`src/hdl/pgm_pkg.sv`:
```
// Constants, field layouts and carrier types of the power-good monitor configuration bank.
// Summary of operation
// - Bit 6 picks undervoltage-only or windowed checking
// - Bits 5..0 enable each supervised rail
// - Changing method or enables may raise interrupt
// - Field defaults come from OTP memory
// - Registers at 13h, 14h, 15h, reset zero
// - Input A tolerance code in level1 bits 4-3
// - Input A nominal code in level1 bits 2-0
// - Nominal code zero leaves input high-impedance
// - Input B tolerance code in level2 bits 4-3
// - Input B nominal code in level2 bits 2-0
// - Analog tolerance code in level2 bits 7-6
// - Level2 bit 5 picks 3.3 or 5.0 volts
package pgm_pkg;
	localparam int unsigned pgm_rails = 6;
	localparam logic [5:0] pgm_off_enable = 6'h13;
	localparam logic [5:0] pgm_off_level_a = 6'h14;
	localparam logic [5:0] pgm_off_level_b = 6'h15;
	localparam logic [5:0] pgm_off_irq_status = 6'h18;
	localparam logic [5:0] pgm_off_irq_mask = 6'h19;
	localparam logic [5:0] pgm_off_rail_status = 6'h1a;
	localparam logic [7:0] pgm_reset_value = 8'h00;
	localparam int unsigned pgm_bit_window = 6;
	localparam logic [7:0] pgm_enable_mask = 8'h7f;
	localparam logic [7:0] pgm_level_a_mask = 8'h1f;
	localparam logic [7:0] pgm_level_b_mask = 8'hff;
	localparam logic [2:0] pgm_nominal_hiz = 3'h0;
	// Interrupt status bits.
	localparam int unsigned pgm_irq_undervolt = 0;
	localparam int unsigned pgm_irq_overvolt = 1;
	localparam int unsigned pgm_irq_cfg_change = 2;
	localparam logic [7:0] pgm_irq_mask_bits = 8'h07;

	typedef struct packed {
		logic windowed_check_select;
		logic analog_supply_check_enable;
		logic input_b_check_enable;
		logic input_a_check_enable;
		logic boost_check_enable;
		logic second_buck_check_enable;
		logic first_buck_check_enable;
	} pgm_enable_t;

	typedef struct packed {
		logic [1:0] analog_supply_tolerance;
		logic analog_supply_nominal;
		logic [1:0] input_b_tolerance;
		logic [2:0] input_b_nominal;
	} pgm_level_b_t;

	typedef struct packed {
		logic [1:0] input_a_tolerance;
		logic [2:0] input_a_nominal;
	} pgm_level_a_t;

	// Per-rail comparator results, bit order as the enable bits.
	typedef struct packed {
		logic [pgm_rails-1:0] under;
		logic [pgm_rails-1:0] over;
	} pgm_cmp_t;
endpackage : pgm_pkg

```
`src/hdl/pgm_config.sv`:
```
// Power-good monitor configuration bank with Wishbone slave and interrupt.
`timescale 1ns/1ps
`default_nettype none
module pgm_config
	import pgm_pkg::*;
(
	input wire logic clock,
	input wire logic rstn,
	input wire logic [5:0] wb_adr_i,
	input wire logic [31:0] wb_dat_i,
	input wire logic [3:0] wb_sel_i,
	input wire logic wb_we_i,
	input wire logic wb_cyc_i,
	input wire logic wb_stb_i,
	output logic [31:0] wb_dat_o,
	output logic wb_ack_o,
	output logic wb_err_o,
	input wire logic otp_load,
	input wire logic [7:0] otp_enable,
	input wire logic [7:0] otp_level_a,
	input wire logic [7:0] otp_level_b,
	input wire logic monitor_active,
	input wire pgm_cmp_t rail_cmp,
	output pgm_enable_t enable_cfg,
	output pgm_level_a_t level_a_cfg,
	output pgm_level_b_t level_b_cfg,
	output logic input_a_low_impedance,
	output logic input_b_low_impedance,
	output logic power_good_out_first,
	output logic power_good_out_second,
	output logic irq
);
	logic [7:0] enable_r;
	logic [7:0] level_a_r;
	logic [7:0] level_b_r;
	logic [7:0] irq_status_r;
	logic [7:0] irq_mask_r;
	logic [pgm_rails-1:0] fault_r;
	logic [31:0] rd_nxt;
	logic hit;
	logic wr_stb;
	logic [pgm_rails-1:0] rail_en;
	logic [pgm_rails-1:0] uv_seen;
	logic [pgm_rails-1:0] ov_seen;
	logic [pgm_rails-1:0] fault_nxt;
	logic cfg_changed;
	logic [7:0] irq_set;

	// Merges a write into an 8-bit register on lane 0, keeping only implemented bits.
	function automatic logic [7:0] merge(input logic [7:0] old, input logic [7:0] mask);
		merge = wb_sel_i[0] ? (wb_dat_i[7:0] & mask) : old;
	endfunction : merge

	always_comb begin
		hit = 1'b1;
		rd_nxt = 32'h0000_0000;
		case (wb_adr_i)
			pgm_off_enable: rd_nxt[7:0] = enable_r;
			pgm_off_level_a: rd_nxt[7:0] = level_a_r;
			pgm_off_level_b: rd_nxt[7:0] = level_b_r;
			pgm_off_irq_status: rd_nxt[7:0] = irq_status_r;
			pgm_off_irq_mask: rd_nxt[7:0] = irq_mask_r;
			pgm_off_rail_status: rd_nxt[pgm_rails-1:0] = fault_r;
			default: hit = 1'b0;
		endcase
	end

	assign wr_stb = wb_cyc_i && wb_stb_i && wb_we_i && !wb_ack_o && !wb_err_o && hit;

	// One-cycle answer; the strobe is ignored only in the answer cycle, so a strobe still held is answered again.
	always_ff @(posedge clock or negedge rstn) begin
		if (!rstn) begin
			wb_ack_o <= 1'b0;
			wb_err_o <= 1'b0;
			wb_dat_o <= 32'h0000_0000;
		end else begin
			wb_ack_o <= wb_cyc_i && wb_stb_i && !wb_ack_o && !wb_err_o && hit;
			wb_err_o <= wb_cyc_i && wb_stb_i && !wb_ack_o && !wb_err_o && !hit;
			wb_dat_o <= rd_nxt;
		end
	end

	// Registers reset to zero and take their defaults from the OTP load strobe.
	always_ff @(posedge clock or negedge rstn) begin
		if (!rstn) begin
			enable_r <= pgm_reset_value;
			level_a_r <= pgm_reset_value;
			level_b_r <= pgm_reset_value;
		end else if (otp_load) begin
			enable_r <= otp_enable & pgm_enable_mask;
			level_a_r <= otp_level_a & pgm_level_a_mask;
			level_b_r <= otp_level_b & pgm_level_b_mask;
		end else if (wr_stb) begin
			if (wb_adr_i == pgm_off_enable) begin
				enable_r <= merge(enable_r, pgm_enable_mask);
			end
			if (wb_adr_i == pgm_off_level_a) begin
				level_a_r <= merge(level_a_r, pgm_level_a_mask);
			end
			if (wb_adr_i == pgm_off_level_b) begin
				level_b_r <= merge(level_b_r, pgm_level_b_mask);
			end
		end
	end

	always_ff @(posedge clock or negedge rstn) begin
		if (!rstn) begin
			enable_cfg <= '0;
			level_a_cfg <= '0;
			level_b_cfg <= '0;
			input_a_low_impedance <= 1'b0;
			input_b_low_impedance <= 1'b0;
		end else begin
			enable_cfg <= pgm_enable_t'(enable_r[6:0]);
			level_a_cfg <= pgm_level_a_t'(level_a_r[4:0]);
			level_b_cfg <= pgm_level_b_t'(level_b_r);
			input_a_low_impedance <= level_a_r[2:0] != pgm_nominal_hiz;
			input_b_low_impedance <= level_b_r[2:0] != pgm_nominal_hiz;
		end
	end

	assign rail_en = enable_r[pgm_rails-1:0] & {pgm_rails{monitor_active}};
	assign uv_seen = rail_cmp.under & rail_en;
	// Overvoltage only counts in windowed mode.
	assign ov_seen = rail_cmp.over & rail_en & {pgm_rails{enable_r[pgm_bit_window]}};
	assign fault_nxt = uv_seen | ov_seen;
	assign cfg_changed = wr_stb && monitor_active && (wb_adr_i == pgm_off_enable) && wb_sel_i[0]
		&& ((wb_dat_i[6:0] & pgm_enable_mask[6:0]) != enable_r[6:0]);

	always_ff @(posedge clock or negedge rstn) begin
		if (!rstn) begin
			fault_r <= '0;
			power_good_out_first <= 1'b0;
			power_good_out_second <= 1'b0;
		end else begin
			fault_r <= fault_nxt;
			power_good_out_first <= monitor_active && fault_nxt == '0;
			power_good_out_second <= monitor_active && fault_nxt == '0;
		end
	end

	always_comb begin
		irq_set = 8'h00;
		irq_set[pgm_irq_undervolt] = |uv_seen;
		irq_set[pgm_irq_overvolt] = |ov_seen;
		irq_set[pgm_irq_cfg_change] = cfg_changed;
	end

	// A set in the same cycle as a write-one clear wins.
	always_ff @(posedge clock or negedge rstn) begin
		if (!rstn) begin
			irq_status_r <= pgm_reset_value;
			irq_mask_r <= pgm_reset_value;
			irq <= 1'b0;
		end else begin
			if (wr_stb && wb_adr_i == pgm_off_irq_status && wb_sel_i[0]) begin
				irq_status_r <= (irq_status_r & ~wb_dat_i[7:0]) | irq_set;
			end else begin
				irq_status_r <= irq_status_r | irq_set;
			end
			if (wr_stb && wb_adr_i == pgm_off_irq_mask) begin
				irq_mask_r <= merge(irq_mask_r, pgm_irq_mask_bits);
			end
			irq <= |(irq_status_r & irq_mask_r);
		end
	end
endmodule : pgm_config
`default_nettype wire

```
`config.mk`:
```
export PLATFORM = sky130hd
export DESIGN_NAME = pgm_config
export DESIGN_NICKNAME = d
export VERILOG_FILES = /design/src/hdl/pgm_pkg.sv /design/src/hdl/pgm_config.sv
export SDC_FILE = /design/constraint.sdc
export NUM_CORES = 1
export LEC_CHECK = 0
export BUFFER_PORTS_ARGS = -buffer_cell sky130_fd_sc_hd__buf_2
export CAP_MARGIN = 10
export CORE_AREA = 2 2 86 88
export CTS_CLUSTER_DIAMETER = 60
export DETAILED_ROUTE_END_ITERATION = 10
export DIE_AREA = 0 0 88 90
export PLACE_DENSITY = 0.85
export SLEW_MARGIN = 30
export SYNTH_ARGS = -nofsm -noshare
export SYNTH_HDL_FRONTEND = slang
export SYNTH_SLANG_ARGS = --single-unit
```
`constraint.sdc`:
```
create_clock -name clock -period 2.2 [get_ports clock]
set_input_delay 0.33 -clock clock [delete_from_list [all_inputs] [get_ports clock]]
set_output_delay 0.33 -clock clock [all_outputs]
set_load 0.03 [all_outputs]
```
==> results of run 1 <==
==> cell type report <==
type                            count  area (um^2)  share of cell area, %
Multi-Input combinational cell    184         1270                   32.4
Clock inverter                      7          120                   3.06
Inverter                            3         11.3                  0.287
Timing Repair Buffer               94          498                   12.7
Clock buffer                        9          124                   3.15
Sequential cell                    71         1780                   45.2
Tap cell                           99          124                   3.15
==> power breakdown <==
| part | internal (mW) | switching [mW] | total [mW] |
|---|---|---|---|
| combinational | 0.153 | 0.295 | 0.448 |
| sequential | 1.39 | 0.0702 | 1.46 |
| clock | 0.756 | 0.492 | 1.25 |
| total | 2.30 | 0.858 | 3.15 |
==> per-stage QoR <==
stage	hold slack [ns]	cells	cell area [um^2]
after detailed placement	0.378	451	3680
after global routing	0.0311	467	3930
after CTS	0.0114	467	3930
final	-0.00434	467	3930
after global placement	0.377	451	3680
after floorplan	0.0344	291	3290
==> flip-flops by register name, summed over array words and instances, names as in the netlist, 3 cells and up <==
signal,flops
irq_status_r,8
level_b_cfg,8
level_b_r,8
wb_dat_o,8
enable_cfg,7
enable_r,7
fault_r,6
level_a_cfg,5
level_a_r,5
irq_mask_r,3
==> Yosys cell counts, drive strengths merged, types with 4 or more instances <==
library cell | n | area (um^2)
dfrtp | 71 | 1780
buf | 28 | 211
a221o | 16 | 160
nand2 | 16 | 60.1
nor2 | 16 | 60.1
a21oi | 11 | 55.1
a22oi | 10 | 75.1
mux2 | 9 | 101
a22o | 8 | 70.1
a21o | 7 | 52.6
nor2b | 6 | 37.5
nor3b | 6 | 45.0
a21boi | 5 | 37.5
and2 | 5 | 31.3
clkbuf | 5 | 18.8
xor2 | 5 | 43.8
mux2i | 4 | 40.0
nor3 | 4 | 25.0
==> cell families after synthesis <==
logic type             share of synthesized area, %
AND/OR/NAND/NOR                                14.2
XOR/XNOR                                       2.19
multiplexers                                   4.41
AO/OA/AOI/OAI                                  16.1
flip-flops                                     55.4
other                                         0.117
buffers and inverters                          7.53
==> metal layers <==
layer	vias up	GRT usage [%]
met5	-	0
met4	0	7.69
met3	13	4.32
met2	113	29.2
met1	1154	26.2
li1	1129	-
==> critical path, cell delays in order (launching register included) <==
cell	delay (ns)
dfrtp_1	0.37
nand4bb_1	0.43
nor4_4	0.40
mux2_2	0.37
mux2_2	0.25
==> worst max path at each step <==
stage | slack, ns | cells past startpoint | end | startpoint
after floorplan | 0.20 | 4 | enable_r[5]$_DFFE_PN0P_ | wb_err_o$_DFF_PN0_
final | 0.27 | 4 | enable_r[6]$_DFFE_PN0P_ | wb_err_o$_DFF_PN0_
after detailed placement | 0.08 | 5 | enable_r[6]$_DFFE_PN0P_ | wb_adr_i[2]
after CTS | 0.25 | 4 | enable_r[6]$_DFFE_PN0P_ | wb_err_o$_DFF_PN0_
after global placement | 0.12 | 5 | enable_r[5]$_DFFE_PN0P_ | wb_adr_i[2]
after global routing | 0.10 | 4 | level_b_r[5]$_DFFE_PN0P_ | wb_err_o$_DFF_PN0_
==> results.cfg, run 1 <==
[drt]
first_pass_iters = 4
wl_met1_um = 3160
highest_layer = met4
drt_wl_total_um = 7170
wire_per_inst_um = 15.4
route.met2.wl_um = 3410
avgViaCountPerCell = 5.16
num_vias = 2409
drc = 0
dr.first_iter.drc_count = 179
ant_nets = 0
wl_met3_um = 486

[placed_design]
dp_hpwl_um = 5360
io_buffers = 88
gp_congestion = 0.853
pre_cts_ws_ns = 0.0778

[setup_path]
path_class = register to register
cp.required_ns = 2.43
r2r_cells = 4
critPathCaptureType = register
r2r_end = enable_r[6]$_DFFE_PN0P_
r2r_setup_slack_ns = 0.27
cp-start-kind = register
timing.rr.start = wb_err_o$_DFF_PN0_
worstPathMaxFanout = 6
cp_data_arrival_time_ns = 2.16

[timing]
hold_ws_ns = -0.00434
tightest_slew_ns = 0.601
rsz0062_at_grt = no
tns_ns = 0
report.final.slew_viol_count = 0
fin_ws_ns = 0.274
fmax_mhz = 519
post-route-period-util_pct = 87.5
setup_viol = 0
period_needed_ns = 1.93
relSlewSlack_pct = 59.9
finalHoldViolations = 7
clock_skew_ns = 0.00835

[global_route]
grt_pass1_vias = 2304
grt_pass1_wl_um = 11500
antenna_found_initial = 0
grt_remaining_overflow = 0
grt_max_degree = 72
track_usage_pct = 19.1

[logic_synthesis]
synthDistinctLibCells = 43
synthArstFlopShare_pct = 100
ys_ff_latch = 71
syn-instance-count = 268
synth_edf_count = 0
avgSynthCellArea_um2 = 12.0
synth_ff_type = dfrtp_1
synth-seq-area-share_pct = 55.4
syn_area_um2 = 3210
ys.warnings.count = 0

[outcome]
violations = negative hold slack
status = complete, but fails checks

[power_and_ir_drop]
finalPower_mw = 3.15
leakagePower_nw = 1.96
vdd_drop_max_uv = 262
p_per_area_nw_per_um2 = 803

[floorplanning]
die_y_um = 90
ioPinCount = 144
initial_core_util_pct = 45.7
core.rowCount = 31
core_um2 = 7020
die_area_um2 = 7920
die_x_um = 88

[clock_tree]
cts_resized = 0
cts_buffers = 9
clkSlewWorstSetupHoldPaths_ns = 0.07
cts_setup_buffers = 0
insertion_delay_ns = 0.35
htreeDepth = 3
hold_buffers = 0
cts_buffer_depth = 2
clkSinkCount = 71
cts_tree = done
cts_root_buf = clkbuf_8

[layout]
post-route-util_pct = 55.9
diodes = 0
final_common_cell = buf_2
fin_nets = 448
final_cell_mix = buf_2, dfrtp_1, conb_1
fill_cells = 612
drive_gt1_share_pct = 33.7
syn_to_final_growth_pct = 22.5

[hold_path]
hold_path.class = primary input to async pin

[run]
maxCapViolations = 0
No activity file was read; power rests on OpenSTA's default activity.
==> inputs of run 2 (changes only) <==
Settings changed: CORE_AREA 2 2 86 88 to 2 2 93 95, DIE_AREA 0 0 88 90 to 0 0 95 97, PLACE_DENSITY 0.85 to 0.75.
Clock period 2.2 ns to 2.37 ns, I/O delays scaled along.
==> run 2 against run 1 <==
- the run now ends clean
- wire length grew 5.5%
- sequential share of layout area grew 0.35 points
- power shrank 13%
- critical path depth is the same
- non-clock buffer count is the same
- worst setup slack gained 0.060 ns
- utilization shrank 8.0 points
- clock power shrank 22%
- first-iteration DRC count shrank 41%
- sequential cell count is the same
- critical endpoint unchanged
- largest power group unchanged
- highest routed layer unchanged
==> results.cfg, run 2 (synthesized netlist as in run 1, its figures left out) <==
[hold_path]
hold_path.class = primary input to async pin

[layout]
final_cell_mix = buf_2, dfrtp_1, conb_1
final_common_cell = buf_2
fill_cells = 740
drive_gt1_share_pct = 33.7
fin_nets = 448
syn_to_final_growth_pct = 21.6
diodes = 0

[drt]
dr.first_iter.drc_count = 105
drc = 0
num_vias = 2385
drt_wl_total_um = 7560
ant_nets = 0
wire_per_inst_um = 16.0
avgViaCountPerCell = 5.04
first_pass_iters = 5

[clock_tree]
hold_buffers = 0
cts_tree = done
clkSinkCount = 71
cts_resized = 0
cts_root_buf = clkbuf_8
insertion_delay_ns = 0.34
cts_setup_buffers = 0
clkSlewWorstSetupHoldPaths_ns = 0.08
cts_buffer_depth = 2
htreeDepth = 3
cts_buffers = 9

[timing]
tightest_slew_ns = 0.724
rsz0062_at_grt = no
tns_ns = 0
report.final.slew_viol_count = 0
clock_skew_ns = 0.0101
fmax_mhz = 491
relSlewSlack_pct = 51.7
setup_viol = 0
post-route-period-util_pct = 85.9
period_needed_ns = 2.04
finalHoldViolations = 0

[floorplanning]
initial_core_util_pct = 39.4
die_x_um = 95
die_area_um2 = 9220
ioPinCount = 144
core.rowCount = 33
core_um2 = 8130
die_y_um = 97

[global_route]
antenna_found_initial = 0
track_usage_pct = 16.8
grt_remaining_overflow = 0
grt_pass1_wl_um = 11800
grt_pass1_vias = 2333
grt_max_degree = 72

[placed_design]
dp_hpwl_um = 5740
io_buffers = 88
gp_congestion = 0.831

[power_and_ir_drop]
finalPower_mw = 2.75
p_per_area_nw_per_um2 = 705
leakagePower_nw = 1.94
vdd_drop_max_uv = 333

[run]
maxCapViolations = 0

[setup_path]
cp_data_arrival_time_ns = 2.26
cp-start-kind = register
critPathCaptureType = register
worstPathMaxFanout = 6
path_class = register to register
cp.required_ns = 2.59

[outcome]
status = completed
==> run 2: path summary, 6_finish.rpt <==
| check | from | end | slack [ns] | depth (start not counted) |
|---|---|---|---|---|
| max in group asynchronous | rstn | enable_cfg[2]$_DFF_PN0_ | 2.06 | 2 |
| hold / removal | rstn | level_b_cfg[6]$_DFF_PN0_ | 0.02 | 2 |
| hold reg to reg | level_b_r[7]$_DFFE_PN0P_ | level_b_cfg[7]$_DFF_PN0_ | 0.42 | 0 |
| min in group clock | wb_dat_i[7] | irq_status_r[7]$_DFFE_PN0N_ | 0.20 | 2 |
| setup / recovery | wb_err_o$_DFF_PN0_ | enable_r[6]$_DFFE_PN0P_ | 0.33 | 4 |
| setup reg to reg | wb_err_o$_DFF_PN0_ | enable_r[6]$_DFFE_PN0P_ | 0.33 | 4 |
==> run 2: critical path, cell delays in order (launching register included) <==
cell       delay, ns
dfrtp_1         0.38
nand4bb_1       0.43
nor4_4          0.48
mux2_2          0.38
mux2_2          0.25
==> run 2: cell type report <==
cell class / instances / area (um^2) / area share, %
multi-input combinational: 184 / 1270 / 32.7
sequential: 71 / 1780 / 45.6
inverter: 3 / 11.3 / 0.289
tap: 105 / 131 / 3.37
clock buffer: 10 / 138 / 3.53
clock inverter: 6 / 68.8 / 1.77
timing repair buffer: 94 / 498 / 12.8
==> run 2: metrics by stage <==
| step | utilization [%] | cell area [um^2] | worst slack, ns | hold WS (ns) | instances |
|---|---|---|---|---|---|
| finish | 47.9 | 3900 | 0.334 | 0.0225 | 473 |
| CTS | 47.9 | 3900 | 0.323 | 0.0336 | 473 |
| detailed placement | 45.4 | 3690 | 0.143 | 0.403 | 457 |
| global route | 47.9 | 3900 | 0.240 | 0.0505 | 473 |
| global placement | 45.4 | 3690 | 0.165 | 0.393 | 457 |
| floorplan | - | 3290 | 0.367 | 0.0599 | 291 |
==> run 2: power by group <==
part           leakage (nW)  switching (mW)  internal (mW)
sequential            0.894          0.0630           1.29
combinational         0.942           0.277          0.142
clock                 0.103           0.460          0.520
total                  1.94           0.800           1.95
==> run 2: layer usage <==
| metal | vias up | routed length [um] | GRT usage [%] |
|---|---|---|---|
| met5 | - | 0 | 0 |
| met4 | 0 | 72 | 5.02 |
| met3 | 9 | 532 | 3.74 |
| met2 | 110 | 3630 | 27.8 |
| met1 | 1141 | 3330 | 21.9 |
| li1 | 1125 | - | - |
==> inputs of run 3 (changes only) <==
Settings changed: GPL_TIMING_DRIVEN set to 0, PLACE_DENSITY 0.75 to 0.68, TNS_END_PERCENT set to 100.
==> run 3 against run 2 <==
- power rose by 3.7%
- clock skew fell by 0.0013 ns
- cell count rose by 5.7%
- combinational power rose by 12%
- clock power rose by 5%
- clock-buffer cell count fell by 1
- maximum frequency fell by 0.39%
- wire length rose by 5.5%
==> results.cfg, run 3 (synthesized netlist as in run 1, its figures left out) <==
[drt]
ant_nets = 0
drt_wl_total_um = 7980
avgViaCountPerCell = 4.97
num_vias = 2487
dr.first_iter.drc_count = 159
first_pass_iters = 4
wire_per_inst_um = 16.0
drc = 0

[setup_path]
cp_data_arrival_time_ns = 2.29
worstPathMaxFanout = 6
path_class = register to register
critical_path.most_common_cell = mux2_2
critPathCaptureType = register
slowest_delay_ns = 0.49
crit_chain = nand4bb_1 -> nor4_4 -> mux2_2 -> mux2_2
cp-start-kind = register
cp.required_ns = 2.61
cp_slowest_cell = nor4_4

[global_route]
grt_max_degree = 48
grt_remaining_overflow = 0
track_usage_pct = 18.0
antenna_found_initial = 0
grt_pass1_vias = 2519
grt_pass1_wl_um = 12500

[timing]
relSlewSlack_pct = 48.3
tns_ns = 0
period_needed_ns = 2.04
fin_ws_ns = 0.326
hold_ws_ns = 0.209
rsz0062_at_grt = no
setup_viol = 0
report.final.slew_viol_count = 0
post-route-period-util_pct = 86.3
tightest_slew_ns = 0.769
fmax_mhz = 489
clock_skew_ns = 0.00880
finalHoldViolations = 0

[power_and_ir_drop]
pwr-share-comb_pct = 16.4
seqPwrFrac_pct = 47.3
p_clk_share_pct = 36.3
leakagePower_nw = 2.08
internal_power_mw = 2.05
switchingPower_uw = 803
finalPower_mw = 2.85
vdd_drop_max_uv = 267
p_per_area_nw_per_um2 = 693
p_sw_share_pct = 28.2

[outcome]
status = completed

[placed_design]
place_area_um2 = 3890
pre_cts_ws_ns = 0.0436
dp.cells = 484
gp_congestion = 0.928
dp_hpwl_um = 6060
io_buffers = 87

[floorplanning]
core_um2 = 8130
die_x_um = 95
ioPinCount = 144
die_y_um = 97
initial_core_util_pct = 39.4
core.rowCount = 33
die_area_um2 = 9220

[layout]
final_cell_mix = buf_2, dfrtp_1, buf_4
post-route-util_pct = 50.5
final_common_cell = buf_2
fin_area_um2 = 4110
drive_gt1_share_pct = 36.7
syn_to_final_growth_pct = 28.2
fin_nets = 476
final_cells = 500
diodes = 0
fill_cells = 756

[clock_tree]
cts_root_buf = clkbuf_8
cts_resized = 0
cts_setup_buffers = 0
insertion_delay_ns = 0.35
hold_buffers = 1
cts_tree = done
clkSlewWorstSetupHoldPaths_ns = 0.07
cts_buffers = 9
clkSinkCount = 71
cts_buffer_depth = 2
htreeDepth = 3

[hold_path]
hold_path.class = primary input to register

[run]
maxCapViolations = 0
run 3: path summary, 6_finish.rpt:
path / cells after the start / slack [ns] / to / startpoint
max: 4 / 0.33 / enable_r[5]$_DFFE_PN0P_ / wb_err_o$_DFF_PN0_
min: 2 / 0.21 / irq_status_r[7]$_DFFE_PN0N_ / wb_dat_i[7]
max reg2reg: 4 / 0.33 / enable_r[5]$_DFFE_PN0P_ / wb_err_o$_DFF_PN0_
min reg2reg: 0 / 0.39 / enable_cfg[6]$_DFF_PN0_ / enable_r[6]$_DFFE_PN0P_
max in group asynchronous: 3 / 1.38 / fault_r[3]$_DFF_PN0_ / rstn
min in group asynchronous: 2 / 0.46 / irq$_DFF_PN0_ / rstn
run 3: critical path, delay by kind of cell (launching register included):
| kind | cells | cell delay (ns) |
|---|---|---|
| AND/OR/NAND/NOR | 2 | 0.92 |
| multiplexers | 2 | 0.64 |
| flip-flops | 1 | 0.37 |
run 3: power by group through the flow:
stage | combinational (mW) | clock, mW | sequential (mW)
4_1_cts | 0.468 | 1.06 | 1.35
5_1_grt | 0.504 | 1.11 | 1.36
3_3_place_gp | 0.452 | 0 | 1.37
3_5_place_dp | 0.465 | 0 | 1.37
2_1_floorplan | 0.219 | 0 | 1.43
6_report | 0.468 | 1.03 | 1.35
run 3: cell type report:
type	instances	area, um^2	area share [%]
flip-flops and latches	71	1780	43.2
multi-input cells	184	1270	31.0
repair buffers	89	475	11.6
plain buffers	33	230	5.60
well taps	105	131	3.20
clock buffers	9	124	3.01
clock inverters	6	86.3	2.10
inverters	3	11.3	0.274
run 3: metal layers:
metal	part of all wire (%)	GRT usage, %	vias up
li1	-	-	1181
met1	46	24.5	1185
met2	44	26.5	106
met3	7.9	5.30	15
met4	2.1	8.03	0
met5	0	0	-
